===== src/verilog/bmps_map.svh =====
// constants of the burst-mode and protection sequencer: times, counts, offsets, fields
// assumes a 100 MHz core clock; times are converted to cycles here
`ifndef BMPS_MAP_SVH
`define BMPS_MAP_SVH

`define BMPS_CLK_HZ 100000000
`define BMPS_MS_CYC(t) ((t) * (`BMPS_CLK_HZ / 1000))
`define BMPS_US_CYC(t) ((t) * (`BMPS_CLK_HZ / 1000000))
// least times round up to whole cycles
`define BMPS_NS_CYC(t) (((t) * (`BMPS_CLK_HZ / 1000000) + 999) / 1000)

`define BMPS_ENTRY_BLANK_MS 24
`define BMPS_OVERLOAD_BLANK_MS 30
`define BMPS_SS_STEP_MS 3
`define BMPS_VCC_OV_US 10
`define BMPS_OUT_OV_US 100
`define BMPS_SHORT_WIND_NS 190
`define BMPS_MAX_ON_US 30
`define BMPS_BURST_RATE_HZ 52000
`define BMPS_BURST_DUTY_PCT 50

`define BMPS_BURST_PER_CYC (`BMPS_CLK_HZ / `BMPS_BURST_RATE_HZ)
`define BMPS_BURST_ON_CYC (`BMPS_BURST_PER_CYC * `BMPS_BURST_DUTY_PCT / 100)

`define BMPS_ENTRY_COUNT 3'h7
`define BMPS_EXIT_COUNT 3'h1
`define BMPS_SS_LAST 2'h3

`define BMPS_CTRL_OFS 4'h0
`define BMPS_STATUS_OFS 4'h4
`define BMPS_CAUSE_OFS 4'h8

`define BMPS_CTRL_EN_BIT 0
`define BMPS_CTRL_RST 1'h1

`define BMPS_STAT_STATE_LSB 0
`define BMPS_STAT_BURST_BIT 2
`define BMPS_STAT_RUN_BIT 3
`define BMPS_STAT_GATE_BIT 4
`define BMPS_STAT_START_BIT 5
`define BMPS_STAT_SS_LSB 6

// cause flags: undervolt, supply ov, overload, overtemp, output ov, short winding
`define BMPS_CAUSE_W 6
`define BMPS_CAUSE_RST 6'h00

`endif


===== src/verilog/bmps_pkg.sv =====
// types of the burst-mode and protection sequencer
// assumes nothing beyond the map header
package bmps_pkg;
  typedef enum logic [1:0] {st_off, st_run, st_latch} bmps_state_t;
endpackage


===== src/verilog/bmps_top.sv =====
// burst-mode and protection sequencer with an avalon-mm register slave
// assumes comparator inputs already synchronous to clk and a valley counter outside
//
// Overview of operation
// - burst entry needs light-load feedback and valley counter equal to seven
// - entry conditions must hold unbroken for 24 ms before burst is set
// - paused burst resumes switching and bias when resume comparator asserts
// - burst turn-on comes from a fixed 52 kHz timer
// - burst turn-off on burst current trip or at half the timer period
// - pause comparator drops bias and stops switching until resume
// - exit comparator leaves burst at once and restores full current limit
// - leaving burst forces the valley counter to one immediately
// - supply under- or overvoltage resets control and holds the switch off
// - after supply reaches turn-on level again, run starts with fresh soft-start
// - supply overvoltage must last 10 us and counts only outside burst
// - feedback overload lasting 30 ms restarts; ignored in burst
// - overtemperature restarts, except in burst where it is ignored
// - output overvoltage during off-time latches off after 100 us
// - latch-off is released only by supply below power-down level
// - short-winding current during on-time latches off after 190 ns; not in burst
// - latched off: switch off, startup cell toggles with supply thresholds
// - gate high longer than maximum on-time is turned off at once
// - maximum on-time is 30 us
// - soft-start raises regulation level one step every 3 ms
//
// The register addresses and the Avalon-MM register port are this design's own decisions.
`include "bmps_map.svh"

module bmps_persist #(
  parameter int W = 22,
  parameter logic [W-1:0] N = '1
) (
  input wire logic clk,
  input wire logic arst_n,
  input wire logic cond,
  output logic hit
);
  logic [W-1:0] cnt_reg;

  // any drop of cond restarts the count
  always_ff @(posedge clk or negedge arst_n) begin
    if (!arst_n) begin
      cnt_reg <= '0;
    end else if (!cond) begin
      cnt_reg <= '0;
    end else if (cnt_reg != N) begin
      cnt_reg <= cnt_reg + 1'b1;
    end
  end

  assign hit = cond && (cnt_reg == N);
endmodule // bmps_persist

module bmps_top import bmps_pkg::*; #(
  parameter int ENTRY_BLANK_CYC = `BMPS_MS_CYC(`BMPS_ENTRY_BLANK_MS),
  parameter int OVERLOAD_BLANK_CYC = `BMPS_MS_CYC(`BMPS_OVERLOAD_BLANK_MS),
  parameter int SS_STEP_CYC = `BMPS_MS_CYC(`BMPS_SS_STEP_MS),
  parameter int OUT_OV_CYC = `BMPS_US_CYC(`BMPS_OUT_OV_US)
) (
  input wire logic clk,
  input wire logic arst_n,
  input wire logic [3:0] avs_address,
  input wire logic avs_read,
  input wire logic avs_write,
  input wire logic [31:0] avs_writedata,
  input wire logic [3:0] avs_byteenable,
  output logic [31:0] avs_readdata,
  output logic avs_waitrequest,
  input wire logic burst_entry_feedback_level,
  input wire logic burst_resume_feedback_level,
  input wire logic burst_pause_feedback_level,
  input wire logic burst_exit_feedback_level,
  input wire logic feedback_overload,
  input wire logic burst_peak_current_level,
  input wire logic peak_current_trip,
  input wire logic short_winding_current_level,
  input wire logic output_overvoltage_level,
  input wire logic controller_overtemp_level,
  input wire logic supply_turn_off_level,
  input wire logic supply_turn_on_level,
  input wire logic supply_power_down_level,
  input wire logic supply_overvoltage,
  input wire logic [2:0] valley_count,
  input wire logic normal_turn_on,
  output logic gate_drive,
  output logic bias_enable,
  output logic full_current_limit,
  output logic startup_enable,
  output logic valley_force_one,
  output logic [2:0] valley_force_value,
  output logic [1:0] soft_start_step,
  output logic burst_mode
);
  localparam int MAX_ON_CYC = `BMPS_US_CYC(`BMPS_MAX_ON_US);
  localparam int SW_CYC = `BMPS_NS_CYC(`BMPS_SHORT_WIND_NS);
  localparam int VCC_OV_CYC = `BMPS_US_CYC(`BMPS_VCC_OV_US);
  localparam logic [10:0] BURST_LAST = 11'(`BMPS_BURST_PER_CYC - 1);
  localparam logic [10:0] BURST_ON = 11'(`BMPS_BURST_ON_CYC);
  localparam logic [11:0] ON_LAST = 12'(MAX_ON_CYC - 1);
  localparam logic [21:0] SS_LAST_CYC = 22'(SS_STEP_CYC - 1);

  bmps_state_t state_reg;
  logic ctrl_en_reg;
  logic [`BMPS_CAUSE_W-1:0] cause_reg;
  logic [`BMPS_CAUSE_W-1:0] cause_set;
  logic [`BMPS_CAUSE_W-1:0] cause_clr;
  logic wait_reg;
  logic [31:0] rdata_reg;
  logic [31:0] rdata_next;
  logic gate_reg;
  logic bias_reg;
  logic full_lim_reg;
  logic startup_reg;
  logic force_reg;
  logic burst_reg;
  logic burst_run_reg;
  logic [10:0] btmr_reg;
  logic [11:0] on_cnt_reg;
  logic [21:0] ss_cnt_reg;
  logic [1:0] ss_step_reg;
  logic running;
  logic ss_done;
  logic entry_cond;
  logic entry_hit;
  logic ov_hit;
  logic olp_hit;
  logic ovp_hit;
  logic sw_hit;
  logic ot_hit;
  logic latch_req;
  logic ar_req;
  logic gate_ok;
  logic gate_off;
  logic gate_on;
  logic bus_req;
  logic bus_wr;

  assign running = (state_reg == st_run);
  assign ss_done = (ss_step_reg == `BMPS_SS_LAST);

  // qualification timers
  assign entry_cond = running && ss_done && !burst_reg && burst_entry_feedback_level
    && (valley_count == `BMPS_ENTRY_COUNT);

  bmps_persist #(.W(22), .N(22'(ENTRY_BLANK_CYC))) u_entry (
    .clk(clk), .arst_n(arst_n), .cond(entry_cond), .hit(entry_hit));

  bmps_persist #(.W(22), .N(22'(VCC_OV_CYC))) u_vcc_ov (
    .clk(clk), .arst_n(arst_n), .cond(supply_overvoltage && !burst_reg), .hit(ov_hit));

  bmps_persist #(.W(22), .N(22'(OVERLOAD_BLANK_CYC))) u_olp (
    .clk(clk), .arst_n(arst_n), .cond(feedback_overload && !burst_reg), .hit(olp_hit));

  // output overvoltage only counts while the switch is off
  bmps_persist #(.W(22), .N(22'(OUT_OV_CYC))) u_out_ov (
    .clk(clk), .arst_n(arst_n), .cond(output_overvoltage_level && !gate_reg),
    .hit(ovp_hit));

  bmps_persist #(.W(22), .N(22'(SW_CYC))) u_sw (
    .clk(clk), .arst_n(arst_n),
    .cond(short_winding_current_level && gate_reg && !burst_reg), .hit(sw_hit));

  assign ot_hit = controller_overtemp_level && !burst_reg;
  assign latch_req = running && (ovp_hit || sw_hit);
  assign ar_req = running && (supply_turn_off_level || ov_hit || olp_hit || ot_hit);

  // operating state
  always_ff @(posedge clk or negedge arst_n) begin
    if (!arst_n) begin
      state_reg <= st_off;
    end else begin
      unique case (state_reg)
        st_off: begin
          // restart only after a full charge cycle of the supply
          if (startup_reg && supply_turn_on_level) begin
            state_reg <= st_run;
          end
        end
        st_run: begin
          if (latch_req) begin
            state_reg <= st_latch;
          end else if (ar_req) begin
            state_reg <= st_off;
          end
        end
        st_latch: begin
          if (supply_power_down_level) begin
            state_reg <= st_off;
          end
        end
      endcase
    end
  end

  // startup cell hysteresis, active in every state
  always_ff @(posedge clk or negedge arst_n) begin
    if (!arst_n) begin
      startup_reg <= 1'b1;
    end else if (supply_turn_on_level) begin
      startup_reg <= 1'b0;
    end else if (supply_turn_off_level) begin
      startup_reg <= 1'b1;
    end
  end

  // soft-start stepping, restarted on every entry to run
  always_ff @(posedge clk or negedge arst_n) begin
    if (!arst_n) begin
      ss_cnt_reg <= '0;
      ss_step_reg <= '0;
    end else if (!running) begin
      ss_cnt_reg <= '0;
      ss_step_reg <= '0;
    end else if (!ss_done) begin
      if (ss_cnt_reg == SS_LAST_CYC) begin
        ss_cnt_reg <= '0;
        ss_step_reg <= ss_step_reg + 2'h1;
      end else begin
        ss_cnt_reg <= ss_cnt_reg + 22'h00_0001;
      end
    end
  end

  // burst mode flag
  always_ff @(posedge clk or negedge arst_n) begin
    if (!arst_n) begin
      burst_reg <= 1'b0;
    end else if (!running || burst_exit_feedback_level) begin
      burst_reg <= 1'b0;
    end else if (entry_hit) begin
      burst_reg <= 1'b1;
    end
  end

  // valley counter load pulse on any burst exit
  always_ff @(posedge clk or negedge arst_n) begin
    if (!arst_n) begin
      force_reg <= 1'b0;
    end else begin
      force_reg <= burst_reg && (!running || burst_exit_feedback_level);
    end
  end

  // burst switching pause and resume; entry starts paused
  always_ff @(posedge clk or negedge arst_n) begin
    if (!arst_n) begin
      burst_run_reg <= 1'b0;
    end else if (!running || !burst_reg || burst_exit_feedback_level) begin
      burst_run_reg <= 1'b0;
    end else if (burst_pause_feedback_level) begin
      burst_run_reg <= 1'b0;
    end else if (burst_resume_feedback_level) begin
      burst_run_reg <= 1'b1;
    end
  end

  always_ff @(posedge clk or negedge arst_n) begin
    if (!arst_n) begin
      bias_reg <= 1'b0;
      full_lim_reg <= 1'b1;
    end else begin
      bias_reg <= running && (!burst_reg || burst_run_reg);
      full_lim_reg <= !burst_reg;
    end
  end

  // fixed-rate burst timer
  always_ff @(posedge clk or negedge arst_n) begin
    if (!arst_n) begin
      btmr_reg <= '0;
    end else if (!burst_run_reg || btmr_reg == BURST_LAST) begin
      btmr_reg <= '0;
    end else begin
      btmr_reg <= btmr_reg + 11'h001;
    end
  end

  always_ff @(posedge clk or negedge arst_n) begin
    if (!arst_n) begin
      on_cnt_reg <= '0;
    end else if (!gate_reg) begin
      on_cnt_reg <= '0;
    end else begin
      on_cnt_reg <= on_cnt_reg + 12'h001;
    end
  end

  // gate drive
  assign gate_ok = running && ctrl_en_reg && !latch_req && !ar_req;
  assign gate_off = (on_cnt_reg == ON_LAST)
    || (burst_reg ? (burst_peak_current_level || btmr_reg == BURST_ON)
                  : peak_current_trip);
  assign gate_on = burst_reg ? (burst_run_reg && btmr_reg == 11'h000)
                             : normal_turn_on;

  always_ff @(posedge clk or negedge arst_n) begin
    if (!arst_n) begin
      gate_reg <= 1'b0;
    end else if (!gate_ok) begin
      gate_reg <= 1'b0;
    end else if (gate_reg) begin
      gate_reg <= !gate_off;
    end else begin
      gate_reg <= gate_on;
    end
  end

  // bus slave: one wait cycle, then the access completes
  assign bus_req = avs_read || avs_write;
  assign bus_wr = avs_write && !wait_reg;

  always_ff @(posedge clk or negedge arst_n) begin
    if (!arst_n) begin
      wait_reg <= 1'b1;
    end else begin
      wait_reg <= !(bus_req && wait_reg);
    end
  end

  always_ff @(posedge clk or negedge arst_n) begin
    if (!arst_n) begin
      ctrl_en_reg <= `BMPS_CTRL_RST;
    end else if (bus_wr && avs_address == `BMPS_CTRL_OFS && avs_byteenable[0]) begin
      ctrl_en_reg <= avs_writedata[`BMPS_CTRL_EN_BIT];
    end
  end

  // causes are sticky; a new event beats a write-one clear
  assign cause_set = {sw_hit, ovp_hit, ot_hit, olp_hit, ov_hit, supply_turn_off_level}
    & {`BMPS_CAUSE_W{running}};
  assign cause_clr = (bus_wr && avs_address == `BMPS_CAUSE_OFS && avs_byteenable[0])
    ? avs_writedata[`BMPS_CAUSE_W-1:0] : '0;

  always_ff @(posedge clk or negedge arst_n) begin
    if (!arst_n) begin
      cause_reg <= `BMPS_CAUSE_RST;
    end else begin
      cause_reg <= (cause_reg & ~cause_clr) | cause_set;
    end
  end

  always_comb begin
    rdata_next = '0;
    unique case (avs_address)
      `BMPS_CTRL_OFS: rdata_next[`BMPS_CTRL_EN_BIT] = ctrl_en_reg;
      `BMPS_STATUS_OFS: begin
        rdata_next[`BMPS_STAT_STATE_LSB +: 2] = state_reg;
        rdata_next[`BMPS_STAT_BURST_BIT] = burst_reg;
        rdata_next[`BMPS_STAT_RUN_BIT] = burst_run_reg;
        rdata_next[`BMPS_STAT_GATE_BIT] = gate_reg;
        rdata_next[`BMPS_STAT_START_BIT] = startup_reg;
        rdata_next[`BMPS_STAT_SS_LSB +: 2] = ss_step_reg;
      end
      `BMPS_CAUSE_OFS: rdata_next[`BMPS_CAUSE_W-1:0] = cause_reg;
      default: rdata_next = '0;
    endcase
  end

  always_ff @(posedge clk or negedge arst_n) begin
    if (!arst_n) begin
      rdata_reg <= '0;
    end else if (avs_read && wait_reg) begin
      rdata_reg <= rdata_next;
    end
  end

  assign avs_readdata = rdata_reg;
  assign avs_waitrequest = wait_reg;
  assign gate_drive = gate_reg;
  assign bias_enable = bias_reg;
  assign full_current_limit = full_lim_reg;
  assign startup_enable = startup_reg;
  assign valley_force_one = force_reg;
  assign valley_force_value = `BMPS_EXIT_COUNT; // constant, needs no flop
  assign soft_start_step = ss_step_reg;
  assign burst_mode = burst_reg;
endmodule // bmps_top


===== config.mk =====
export PLATFORM = sky130hd
export DESIGN_NAME = bmps_top
export DESIGN_NICKNAME = d
export VERILOG_FILES = /design/src/verilog/bmps_pkg.sv /design/src/verilog/bmps_top.sv
export VERILOG_INCLUDE_DIRS = /design/src /design/src/verilog
export SDC_FILE = /design/constraint.sdc
export NUM_CORES = 1
export LEC_CHECK = 0
export BUFFER_PORTS_ARGS = -buffer_cell sky130_fd_sc_hd__buf_2
export CORE_MARGIN = 8
export CORE_UTILIZATION = 32
export CTS_CLUSTER_DIAMETER = 50
export DETAILED_ROUTE_END_ITERATION = 10
export HOLD_SLACK_MARGIN = 0.03
export PLACE_DENSITY_LB_ADDON = 0.1
export SYNTH_ARGS = -nofsm -noshare
export SYNTH_HDL_FRONTEND = slang
export SYNTH_SLANG_ARGS = --single-unit

===== constraint.sdc =====
create_clock -name clk -period 2.7 [get_ports clk]
set_clock_uncertainty 0.15 [all_clocks]
set_input_delay 0.27 -clock clk [delete_from_list [all_inputs] [get_ports clk]]
set_output_delay 0.27 -clock clk [all_outputs]
set_load 0.005 [all_outputs]

==> run_results.csv <==
group,metric,value,unit
run_status,status,"finished clean",
setup_path,path_class,"reg -> reg",
floorplanning,dieWidth,187,um
worst_hold_path,hp-class,"in -> reg",
setup_path,start_kind,"register",
power_and_ir_drop,ir_drop,445,uV
route,dr.pass1.iters,4,
clock_network,root_buffer,"clkbuf_16",
placed_design,port_buffers,49,
synth,synthMostInstantiatedCell,"dfrtp_1",
clock_network,cts_setup_buffers,0,
synth,syn_area,0.00937,mm2
setup_path,worst_path_max_delay_cell,"or4b_1",
floorplanning,rows,62,
global_route,grt_max_degree,58,
timing,finalHoldViolCount,0,
clock_network,cts_tree,"done",
route,vias,6936,
timing,setup_violations,0,
synth,ys.flop_type,"dfrtp_1",
floorplanning,core_area,0.0288,mm2
timing,tns,0,ns
setup_path,worstPathRequired,2.84,ns
final_layout,seqCellArea,0.00456,mm2
clock_network,h-tree-depth,4,
final_layout,syn_to_final_growth,15.2,%
timing,fin_crit_sh,86.5,%
setup_path,path_buf_inv,0,
global_route,grt_pass1_vias,7038,
floorplanning,boundaryPins,106,
final_layout,num-fill-cells,2913,
final_layout,multi_input_area,0.00448,mm2
floorplanning,initial_core_util,32.6,%
synth,synth_cell_type_count,56,
setup_path,path_cells,"or4b_1 > or4_4 > nor3_4 > o41ai_1 > mux2i_1",
route,ant_nets,0,
route,vias_per_cell,4.77,
power_and_ir_drop,power_density,550,mW/mm2
synth,ys_ff_latch,182,
final_layout,finish.utilization,37.5,%
clock_network,clock_sinks,182,
final_layout,final_net_count,1137,
synth,synth_edf_count,0,
route,routed_wl,21500,um
placed_design,placed_cell_area,0.0101,mm2
final_layout,drive_above_1_share,10.9,%
route,drc,0,
synth,ys_warn_count,0,
global_route,antenna_found_initial,0,
setup_path,cp_max_fo,8,
power_and_ir_drop,p_leak,0.00443,uW
clock_network,clk_latency,0.43,ns
timing,drv_slew,0,
timing,worst_pin_slew,0.658,ns
synth,ys_async_sr_fraction,100,%
timing,rsz0062_at_grt,"no",
timing,slew_headroom,55.8,%
synth,synth.cells.most_frequent,"178 x dfrtp_1, 142 x nor2_1, 71 x nand2_1",
clock_network,clkTransAtPathRegs,0.07,ns
job,drv_cap,0,
timing,max_freq,428,MHz
clock_network,cts_max_path_buffers,2,
synth,synth_top_area_share,47.5,%
setup_path,cp_top_family,"simple AND/OR/NAND/NOR gates",
floorplanning,dieArea,0.0350,mm2
route,wl_per_cell,14.8,um
placed_design,hpwl,15100,um
clock_network,cts_buffers,17,
setup_path,arrival,2.47,ns
setup_path,cp-end-kind,"register",
floorplanning,die_y,187,um
global_route,grtUsageTotal,12.7,%
global_route,gr-total-overflow,0,
final_layout,antenna_cells,0,
placed_design,routabilityCongestion,0.711,
route,first_iter_violations,363,
global_route,grt_first_pass_wirelength,36900,um
timing,fin_crit,2.33,ns
synth,syn_inst,979,
final_layout,fin_area,0.0108,mm2
synth,yosysTopAreaCell,"dfrtp_1",
setup_path,max_stage_delay,0.51,ns
synth,yosysSeqAreaShare,48.6,%
synth,synth_area_leaders,"dfrtp_1 48%, xnor2_1 6.3%, nor2_1 5.7%",
synth,avgSynthCellArea,9.57,um2
## routing by layer
layer	global-route usage (%)	up-vias	wire, um
met5	0	-	0
met4	4.43	0	434
met3	2.78	21	605
met2	19.6	82	9530
met1	17.3	3344	10900
li1	-	3489	-
## repair_timing
| action | 4_1_cts | 5_1_grt |
|---|---|---|
| resized for setup | 0 | 0 |
| endpoints found under the hold margin | 57 | 0 |
| hold buffers | 14 | 0 |
## power breakdown
| group | internal [uW] | switching, uW | total [uW] | leakage [uW] |
|---|---|---|---|---|
| clock network | 1400 | 1100 | 2500 | 0.000278 |
| logic | 224 | 368 | 591 | 0.00165 |
| registers | 2790 | 60.0 | 2850 | 0.00250 |
## per-stage QoR
stage          worst slack, ns  hold slack, ns  cells  power, uW
3_3_place_gp             0.366           0.108   1407       3500
6_report                 0.366          0.0736   1453       5950
5_1_grt                  0.193           0.118   1453       6240
4_1_cts                  0.337          0.0798   1453       6060
3_5_place_dp             0.369           0.105   1407       3500
2_1_floorplan            0.577          -0.176   1004       3230
## path summary, 6_finish.rpt
kind,slack [ns],cells past startpoint,end,start
worst max register to register,0.37,5,state_reg[0]$_DFFE_PN0P_,u_olp.cnt_reg[13]$_DFFE_PN0P_
min in group asynchronous,0.19,2,u_out_ov.cnt_reg[5]$_DFFE_PN0P_,arst_n
worst min register to register,0.33,2,avs_readdata[5]$_DFFE_PN0P_,avs_readdata[5]$_DFFE_PN0P_
max in group asynchronous,1.42,3,ctrl_en_reg$_DFFE_PN1P_,arst_n
worst max-delay path,0.37,5,state_reg[0]$_DFFE_PN0P_,u_olp.cnt_reg[13]$_DFFE_PN0P_
worst min-delay path,0.07,3,burst_mode$_DFFE_PN0P_,burst_exit_feedback_level
## logic make-up (layout without fill, tap and decap cells)
logic type,count (synthesis),after routing,synth area share [%]
flip-flops,182,182,48.6
AO/OA/AOI/OAI,85,85,5.58
XOR/XNOR,117,117,10.9
other,2,27,0.0801
AND/OR/NAND/NOR,481,481,26.8
multiplexers,8,8,0.894
adder cells (fa/ha/maj),19,19,2.54
buffers and inverters,85,150,4.51
## tightest hold or removal path: stages
cell,delay (ns)
buf_2,0.09
nand2b_1,0.18
a21oi_1,0.06
## area by class of cell
| type | instances | area share (%) |
|---|---|---|
| multi-input cells | 737 | 41.5 |
| clock inverters | 11 | 1.16 |
| flip-flops and latches | 182 | 42.2 |
| clock buffers | 21 | 4.17 |
| well taps | 384 | 4.45 |
| inverters | 35 | 1.22 |
| repair buffers | 83 | 5.27 |
## cell usage in the layout (no fill, tap or decap), types with 6 or more instances in the layout
master / netlist / routed
a22o_1: 8 / 8
clkbuf_16: 0 / 17
and2_1: 15 / 15
nand2b_1: 10 / 10
dlygate4sd3_1: 0 / 14
nor3_1: 28 / 28
inv_1: 34 / 34
nand3_1: 59 / 59
a22oi_1: 6 / 6
xor2_1: 50 / 50
o21ai_0: 28 / 28
buf_2: 2 / 48
dfrtp_1: 178 / 178
buf_4: 27 / 18
nand2_1: 71 / 71
xnor2_1: 67 / 67
nor2b_1: 9 / 9
nor2_1: 142 / 142
a21oi_1: 25 / 25
and3_1: 24 / 24
nor4_1: 26 / 26
ha_1: 19 / 19
and4_1: 6 / 6
nand4_1: 31 / 31
or3_1: 18 / 18
conb_1: 2 / 27
or4_1: 7 / 7
No activity file was read; power rests on OpenSTA's default activity.
